File: src/host_port_pkg.sv
`default_nettype none
package host_port_pkg;
   localparam int DATA_WIDTH      = 10;
   localparam int ADDR_WIDTH      = 2;
   localparam int CLK_PERIOD_NS   = 100;
   localparam int CONV_SETUP_NS   = 10;
   localparam int CONV_RELEASE_NS = 20;
   localparam int DIR_HOLD_NS     = 5;
   localparam logic [9:0] CTRL0_RESET     = 10'h000;
   localparam logic [9:0] CTRL1_RESET     = 10'h030;
   localparam int         DIR_MODE_BIT    = 6;
   localparam logic [1:0] CTRL0_ADDR      = 2'h0;
   localparam logic [1:0] CTRL1_ADDR      = 2'h1;

   typedef struct packed {
      logic chip_sel_low_n;
      logic chip_sel_high;
      logic rd_n;
      logic wr_n;
   } bus_ctrl_type;

   typedef struct packed {
      logic rd_int;
      logic wr_int;
   } strobe_type;
endpackage : host_port_pkg
`default_nettype wire

File: src/adc_host_bus_strobe_logic.sv
`default_nettype none
// Function
// - Write pin can act as combined read/write direction input.
// - Read strobe: both selects and read active, write inactive.
// - Read strobe rises when the last qualifying input becomes active.
// - Read strobe drops when the first qualifying input goes inactive.
// - Data buffers driven with result from the clock edge that samples read strobe active.
// - Write strobe: both selects and write active, read inactive.
// - Write strobe drops when first select or write goes inactive.
// - Write strobe loads data into addressed control register 0 or 1.
// - Control writes loaded only at a rising clk edge with write strobe active.
// - Direction mode: high means read, low write, read pin ignored.
// - Mode bit cleared at reset: separate read and write strobes.
module adc_host_bus_strobe_logic #(
   parameter int DATA_WIDTH = host_port_pkg::DATA_WIDTH
) (
   input  wire logic                                 clk,
   input  wire logic                                 rst,
   input  wire host_port_pkg::bus_ctrl_type          bus_ctrl,
   input  wire logic [host_port_pkg::ADDR_WIDTH-1:0] reg_addr,
   input  wire logic [DATA_WIDTH-1:0]                data_in,
   input  wire logic [DATA_WIDTH-1:0]                result_word,
   output logic      [DATA_WIDTH-1:0]                data_out,
   output logic                                      data_oe_n,
   output logic      [DATA_WIDTH-1:0]                ctrl0,
   output logic      [DATA_WIDTH-1:0]                ctrl1,
   output host_port_pkg::strobe_type                 strobes
);
   logic                  dir_mode;
   logic                  sel_active;
   logic                  rd_req;
   logic                  wr_req;
   logic                  wr_prev_q;
   logic                  wr_prev_d;
   logic [DATA_WIDTH-1:0] ctrl0_q;
   logic [DATA_WIDTH-1:0] ctrl0_d;
   logic [DATA_WIDTH-1:0] ctrl1_q;
   logic [DATA_WIDTH-1:0] ctrl1_d;
   logic [DATA_WIDTH-1:0] data_q;
   logic [DATA_WIDTH-1:0] data_d;
   logic                  oe_n_q;
   logic                  oe_n_d;

   assign dir_mode   = ctrl1_q[host_port_pkg::DIR_MODE_BIT];
   assign sel_active = !bus_ctrl.chip_sel_low_n && bus_ctrl.chip_sel_high;

   always_comb begin
      if (dir_mode) begin
         rd_req = sel_active && bus_ctrl.wr_n;
         wr_req = sel_active && !bus_ctrl.wr_n;
      end else begin
         rd_req = sel_active && !bus_ctrl.rd_n && bus_ctrl.wr_n;
         wr_req = sel_active && !bus_ctrl.wr_n && bus_ctrl.rd_n;
      end
   end

   // Strobes follow last arrival and first departure
   assign strobes = '{rd_int: rd_req, wr_int: wr_req};

   always_comb begin
      wr_prev_d = wr_req;
      ctrl0_d   = ctrl0_q;
      ctrl1_d   = ctrl1_q;
      data_d    = rd_req ? result_word : data_q;
      oe_n_d    = !rd_req;
      if (wr_req) begin
         if (reg_addr == host_port_pkg::CTRL0_ADDR) begin
            ctrl0_d = data_in;
         end else if (reg_addr == host_port_pkg::CTRL1_ADDR) begin
            ctrl1_d = data_in;
         end
      end
   end

   always_ff @(posedge clk) begin
      if (rst) begin
         wr_prev_q <= 1'b0;
         ctrl0_q   <= host_port_pkg::CTRL0_RESET;
         ctrl1_q   <= host_port_pkg::CTRL1_RESET;
         data_q    <= '0;
         oe_n_q    <= 1'b1;
      end else begin
         wr_prev_q <= wr_prev_d;
         ctrl0_q   <= ctrl0_d;
         ctrl1_q   <= ctrl1_d;
         data_q    <= data_d;
         oe_n_q    <= oe_n_d;
      end
   end

   assign data_out  = data_q;
   assign data_oe_n = oe_n_q;
   assign ctrl0     = ctrl0_q;
   assign ctrl1     = ctrl1_q;

   // Read data driven one edge after strobe
   chk_read_gate: assert property (
      @(posedge clk) disable iff (rst)
      strobes.rd_int
      |=> !data_oe_n && data_out == $past(result_word)
   ) else $error("read not driven");

   // Buffers released without read strobe
   chk_idle_hiz: assert property (
      @(posedge clk) disable iff (rst)
      !strobes.rd_int
      |=> data_oe_n
   ) else $error("bus driven idle");

   // Read only with both selects
   chk_rd_needs_sel: assert property (
      @(posedge clk) disable iff (rst)
      strobes.rd_int
      |-> sel_active
   ) else $error("read without select");

   // Separate mode read decode
   chk_sep_rd_pin: assert property (
      @(posedge clk) disable iff (rst)
      !dir_mode && sel_active && !bus_ctrl.rd_n && bus_ctrl.wr_n
      |-> strobes.rd_int
   ) else $error("separate read missed");

   // First inactive select drops both strobes
   chk_rd_drop: assert property (
      @(posedge clk) disable iff (rst)
      !sel_active
      |-> !strobes.rd_int && !strobes.wr_int
   ) else $error("strobe without select");

   // Never both strobes
   chk_no_both: assert property (
      @(posedge clk) disable iff (rst)
      1'b1
      |-> !(strobes.rd_int && strobes.wr_int)
   ) else $error("both strobes");

   // Write only with selects and write level
   chk_wr_needs_sel: assert property (
      @(posedge clk) disable iff (rst)
      strobes.wr_int
      |-> sel_active && !bus_ctrl.wr_n
   ) else $error("write without select");

   // Register 0 load
   chk_wr_ctrl0: assert property (
      @(posedge clk) disable iff (rst)
      strobes.wr_int && reg_addr == host_port_pkg::CTRL0_ADDR
      |=> ctrl0 == $past(data_in)
   ) else $error("ctrl0 not loaded");

   // Register 1 load
   chk_wr_ctrl1: assert property (
      @(posedge clk) disable iff (rst)
      strobes.wr_int && reg_addr == host_port_pkg::CTRL1_ADDR
      |=> ctrl1 == $past(data_in)
   ) else $error("ctrl1 not loaded");

   // Unused addresses leave both registers
   chk_bad_addr: assert property (
      @(posedge clk) disable iff (rst)
      strobes.wr_int && reg_addr[1]
      |=> $stable(ctrl0) && $stable(ctrl1)
   ) else $error("stray register write");

   // Direction mode read decode
   chk_rd_ignored: assert property (
      @(posedge clk) disable iff (rst)
      dir_mode && sel_active && bus_ctrl.wr_n
      |-> strobes.rd_int
   ) else $error("dir read missed");

   // Direction mode write decode
   chk_dir_write: assert property (
      @(posedge clk) disable iff (rst)
      dir_mode && sel_active && !bus_ctrl.wr_n
      |-> strobes.wr_int
   ) else $error("dir write missed");

   // Register 1 holds without write strobe
   chk_stable_regs: assert property (
      @(posedge clk) disable iff (rst)
      !strobes.wr_int
      |=> $stable(ctrl1)
   ) else $error("ctrl1 changed");

   // Register 0 holds without write strobe
   chk_stable_ctrl0: assert property (
      @(posedge clk) disable iff (rst)
      !strobes.wr_int
      |=> $stable(ctrl0)
   ) else $error("ctrl0 changed");

   // Mode bit clear after reset
   chk_reset_mode: assert property (
      @(posedge clk)
      $past(rst)
      |-> !dir_mode
   ) else $error("mode not cleared");

   cov_read: cover property (
      @(posedge clk) disable iff (rst)
      strobes.rd_int ##1 !strobes.rd_int
   );

   cov_write: cover property (
      @(posedge clk) disable iff (rst)
      strobes.wr_int
   );

   cov_dir_read: cover property (
      @(posedge clk) disable iff (rst)
      dir_mode && strobes.rd_int
   );

   cov_write_end: cover property (
      @(posedge clk) disable iff (rst)
      wr_prev_q && !strobes.wr_int
   );

endmodule : adc_host_bus_strobe_logic
`default_nettype wire

File: config.mk
export PLATFORM = sky130hd
export DESIGN_NAME = adc_host_bus_strobe_logic
export DESIGN_NICKNAME = d
export VERILOG_FILES = /design/src/host_port_pkg.sv /design/src/adc_host_bus_strobe_logic.sv
export SDC_FILE = /design/constraint.sdc
export NUM_CORES = 1
export LEC_CHECK = 0
export ABC_AREA = 1
export BUFFER_PORTS_ARGS = -buffer_cell sky130_fd_sc_hd__buf_2
export CAP_MARGIN = 20
export CELL_PAD_IN_SITES_DETAIL_PLACEMENT = 0
export CELL_PAD_IN_SITES_GLOBAL_PLACEMENT = 1
export CORE_MARGIN = 3
export CORE_UTILIZATION = 32
export DETAILED_ROUTE_END_ITERATION = 10
export GPL_ROUTABILITY_DRIVEN = 1
export PLACE_DENSITY_LB_ADDON = 0.08
export SYNTH_ARGS = -nofsm -noshare
export SYNTH_HDL_FRONTEND = slang
export SYNTH_SLANG_ARGS = --single-unit
File: constraint.sdc
create_clock -name clk -period 1.4 [get_ports clk]
set_input_delay 0.35 -clock clk [delete_from_list [all_inputs] [get_ports clk]]
set_output_delay 0.35 -clock clk [all_outputs]
set_load 0.05 [all_outputs]
==> impl_metrics.tcl, run 1 <==
set metrics [dict create \
    synth_common_cells "51 x inv_1, 41 x nand2_1, 40 x nor2_1" \
    via_per_inst 4.27 \
    skew_ns 0.00182 \
    slew_headroom_pct 82.4 \
    drv_cap 0 \
    fin_cells 334 \
    synth_top_area_share_pct 42.0 \
    setup_ws_ns 0.0247 \
    timing_hold_violations_final 0 \
    cp-end-kind "primary output" \
    avgSynthCellArea_um2 6.85 \
    status "completed" \
    drive_gt1_share_pct 32.6 \
    post-route-util_pct 45.3 \
    ys.warnings.count 0 \
    grt_pass1_wl_mm 5.60 \
    arrival_ns 1.03 \
    gr-total-overflow 0 \
    n_antenna_cell 0 \
    insertion_delay_ns 0.28 \
    cp.required_ns 1.05 \
    cpPeakStageDelay_ns 0.35 \
    antenna_found_initial 0 \
    syn_to_final_growth_pct 35.3 \
    cts_made_buffers 5 \
    final_cell_area_um2 2000 \
    path_max_fanout 3 \
    syn-instance-count 216 \
    io_pins 61 \
    tritoncts "done" \
    drtPass1Iterations 4 \
    start_kind "flip-flop" \
    grt_pass1_vias 1345 \
    hold_path_class "in2reg" \
    path_buf_inv 3 \
    die_h_um 74.0 \
    ir_worst_vdd_mv 0.556 \
    syn_nets 244 \
    yosysTopAreaCell "dfxtp_1" \
    h-tree-depth 2 \
    period_minus_slack_ns 1.38 \
    track_usage_pct 13.4 \
    coreArea_um2 4410 \
    io_buffers 60 \
    pre_cts_slack_ns -0.0328 \
    gp_congestion 0.708 \
    ys_types 17 \
    synth_edf_count 0 \
    fp.dieW_um 74.0 \
    drt_iter0_drc 32 \
    hpwl_mm 2.56 \
    vias 1425 \
    cp_top_family "flip-flops" \
    critPathKind "reg2out" \
    initial_core_util_pct 33.5 \
    synthTopCellsByArea "dfxtp_1 42%, inv_1 13%, nand2_1 10%" \
    ys_seq_area_share_pct 42.0 \
    drcViolationCount 0 \
    placedCellCount 324 \
    async_flop_share_pct 0 \
    rsz0062_at_grt "true" \
    slowest_stage "dfxtp_4" \
    power.leakage_nw 1.08 \
    fp-row-count 24 \
    synth_most_common_cell "inv_1" \
    clockBufferDepth 2 \
    fmax_mhz 727 \
    synth_flop_cell "dfxtp_1" \
    clkTransAtPathRegs_ns 0.06 \
    synth-seq-cells 31 \
    finalCritPeriodShare_pct 98.2 \
    power_mw 1.97 \
    nets 309 \
    wirelength_mm 3.40 \
    avgRoutedWirePerCell_um 10.2 \
    netlist_area_um2 1480 \
    nFillCells 508 \
    setup_viol 0 \
    p_per_area_nw_per_um2 986 \
    clockRootBuffer "clkbuf_8" \
    crit_chain "inv_4 -> nand2_2 -> nand3_2 -> inv_2 -> buf_8" \
    dieArea_um2 5470 \
    grt_max_degree 32 \
    worstMarginPinSlew_ns 0.263 \
    placed_area_um2 1860 \
    ant_nets 0 \
    drv_slew 0 \
    clock_sinks 31 \
]
registers in the layout, summed over array words and instances (netlist names):
| signal | cells |
|---|---|
| ctrl1 | 10 |
| ctrl0 | 10 |
| data_oe_n | 1 |
| data_out | 10 |
cells in the final DEF, fill, tap and decap left out, types with 3 or more instances in the layout:
cell type / synthesis / layout
inv_1: 51 / 49
buf_12: 0 / 3
nand4_1: 20 / 20
clkbuf_8: 0 / 7
buf_4: 5 / 8
dfxtp_1: 31 / 30
o21ai_0: 10 / 10
buf_2: 0 / 58
nor2_1: 40 / 39
nand2_2: 2 / 3
nand2_1: 41 / 39
stage by stage:
stage	TNS (ns)	hold slack (ns)
after CTS	-0.00823	0.308
final	0	0.315
after global routing	-0.0600	0.325
after detailed placement	-0.0328	0.465
after global placement	-0.0313	0.459
after floorplan	-0.00112	0.514
where the power goes:
| group | leakage, nW | internal [mW] | switching [mW] |
|---|---|---|---|
| logic | 0.773 | 0.105 | 0.190 |
| registers | 0.252 | 0.899 | 0.00845 |
| clock network | 0.0515 | 0.448 | 0.323 |
| total | 1.08 | 1.45 | 0.521 |
cell type report:
cell class / instances / area [um^2] / area share, %
tap: 52 / 65.1 / 3.25
sequential: 31 / 624 / 31.2
clock buffer: 8 / 100 / 5.00
inverter: 52 / 198 / 9.88
multi-input combinational: 120 / 577 / 28.8
timing repair buffer: 71 / 437 / 21.8
what timing repair did:
item,in CTS,in global routing
hold buffers,0,0
pin swaps,3,1
setup endpoints to repair,2,2
setup buffers,2,0
resized for setup,10,0
path summary, 6_finish.rpt:
| kind | end | cells past startpoint | slack (ns) | from |
|---|---|---|---|---|
| worst min-delay path | data_out[8] | 3 | 0.31 | result_word[8] |
| worst max-delay path | strobes[1] | 5 | 0.02 | ctrl1[6] |
| worst max register to register | ctrl0[1] | 8 | 0.25 | ctrl1[6] |
| worst min register to register | ctrl1[5] | 2 | 0.47 | ctrl1[5] |
tightest hold or removal path, stage by stage:
cell and delay, ns:
buf_2 0.07, o21ai_0 0.07, nor2_1 0.07
metal layers:
metal | up-vias | share of wire, % | global-route usage, %
met4 | 0 | 1.9 | 6.04
li1 | 772 | - | -
met5 | - | 0 | 0
met1 | 607 | 44 | 14.9
met3 | 7 | 6.8 | 4.46
met2 | 39 | 47 | 23.0
cells by family after synthesis:
family,synth area share [%]
flip-flops,42.0
AND/OR/NAND/NOR,34.8
buffers and inverters,19.9
AO/OA/AOI/OAI,3.38
No activity file was read; power rests on OpenSTA's default activity.
==> inputs of run 2 (changes only) <==
--- a/config.mk
+++ b/config.mk
@@ -11,7 +11,7 @@
 export CELL_PAD_IN_SITES_DETAIL_PLACEMENT = 0
 export CELL_PAD_IN_SITES_GLOBAL_PLACEMENT = 1
 export CORE_MARGIN = 3
-export CORE_UTILIZATION = 32
+export CORE_UTILIZATION = 34
 export DETAILED_ROUTE_END_ITERATION = 10
 export GPL_ROUTABILITY_DRIVEN = 1
 export PLACE_DENSITY_LB_ADDON = 0.08
==> constraint.sdc (replaced) <==
create_clock -name clk -period 1.7 [get_ports clk]
set_input_delay 0.425 -clock clk [delete_from_list [all_inputs] [get_ports clk]]
set_output_delay 0.425 -clock clk [all_outputs]
set_load 0.05 [all_outputs]
==> impl_metrics.tcl, run 2 (synthesis gave the netlist of run 1 again) <==
set metrics [dict create \
    ant_nets 0 \
    pre_cts_slack_ns 0.153 \
    cp-end-kind "primary output" \
    via_per_inst 4.19 \
    initial_core_util_pct 36.2 \
    drive_gt1_share_pct 30.1 \
    nFillCells 447 \
    status "completed" \
    power.leakage_nw 1.04 \
    period_minus_slack_ns 1.57 \
    io_pins 61 \
    setup_ws_ns 0.132 \
    hold_path_class "in2reg" \
    p_per_area_nw_per_um2 841 \
    fin_cells 329 \
    avgRoutedWirePerCell_um 10.0 \
    grt_pass1_wl_mm 5.46 \
    power_switching_uw 419 \
    timing_hold_violations_final 0 \
    finalCritPeriodShare_pct 92.2 \
    drtPass1Iterations 4 \
    rsz0062_at_grt "false" \
    placedCellCount 321 \
    hpwl_mm 2.46 \
    drv_slew 0 \
    grt_pass1_vias 1288 \
    insertion_delay_ns 0.28 \
    n_antenna_cell 0 \
    io_buffers 60 \
    pwr-share-clk_pct 39.4 \
    start_kind "flip-flop" \
    grt_max_degree 23 \
    critPathKind "reg2out" \
    clkTransAtPathRegs_ns 0.07 \
    wirelength_mm 3.30 \
    syn_to_final_growth_pct 28.8 \
    nets 306 \
    fp.dieW_um 72.0 \
    h-tree-depth 2 \
    ir_worst_vdd_mv 0.411 \
    drv_cap 0 \
    power_frac_seq_pct 46.8 \
    dieArea_um2 5180 \
    clockBufferDepth 2 \
    drcViolationCount 0 \
    power_mw 1.60 \
    cts_setup_buffers 0 \
    mostFrequentLayoutCell "buf_2" \
    seqCellArea_um2 622 \
    sw_frac_of_total_pct 26.2 \
    fmax_mhz 638 \
    vias 1380 \
    ctsResizeCount 0 \
    p_int_mw 1.18 \
    final_cell_mix "60 x buf_2, 51 x inv_1, 41 x nand2_1, 40 x nor2_1, 30 x dfxtp_1" \
    clock_sinks 31 \
    tritoncts "done" \
    setup_viol 0 \
    path_max_fanout 3 \
    multi_input_area_um2 564 \
    die_h_um 72.0 \
    whs_ns 0.393 \
    track_usage_pct 13.5 \
    fin_setup_tns_ns 0 \
    coreArea_um2 4090 \
    antenna_found_initial 0 \
    clockRootBuffer "clkbuf_8" \
    cts_made_buffers 5 \
    worstMarginPinSlew_ns 0.363 \
    gr-total-overflow 0 \
    holdBufCountCts 0 \
    arrival_ns 1.14 \
    fp-row-count 23 \
    slew_headroom_pct 75.7 \
    skew_ns 0.00474 \
    gp_congestion 0.715 \
    cp.required_ns 1.27 \
    drt_iter0_drc 44 \
    combPwrFrac_pct 13.8 \
]
-- run 2: layer usage --
metal / up-vias / wire [um] / global-route usage, %
met5: - / 0 / 0
met4: 0 / 40 / 4.38
met3: 4 / 265 / 5.12
met2: 42 / 1570 / 22.9
met1: 565 / 1410 / 15.6
li1: 769 / - / -
-- run 2: final timing paths --
check	startpoint	end	slack (ns)	cells past startpoint
worst max-delay path	ctrl1[6]	strobes[1]	0.13	5
worst min-delay path	result_word[8]	data_out[8]	0.39	3
worst max register to register	ctrl1[6]	ctrl1[1]	0.50	7
worst min register to register	ctrl1[5]	ctrl1[5]	0.47	2
-- run 2: stage by stage --
step / instance area [um^2] / utilization (%)
finish: 1900 / 46.6
global route: 1900 / 46.6
CTS: 1900 / 46.6
detailed placement: 1800 / 44.2
global placement: 1800 / 44.2
floorplan: 1480 / -
-- run 2: final cells by class --
class,instances,area share (%)
clock buffer,8,5.26
inverter,52,10.2
multi-input combinational,120,29.6
sequential,31,32.7
tap,50,3.29
timing repair buffer,68,18.9
-- run 2: critical path, stage by stage (launching register included) --
cell and delay (ns):
dfxtp_2 0.32, inv_1 0.06, nand2_1 0.07, nand3_2 0.08, inv_1 0.07, buf_2 0.26
-- run 2: power groups by stage --
stage,logic [mW],clock network [mW],registers (mW)
CTS,0.223,0.661,0.749
detailed placement,0.223,0,0.766
global placement,0.224,0,0.766
global route,0.246,0.699,0.750
floorplan,0.105,0,0.820
finish,0.221,0.631,0.749
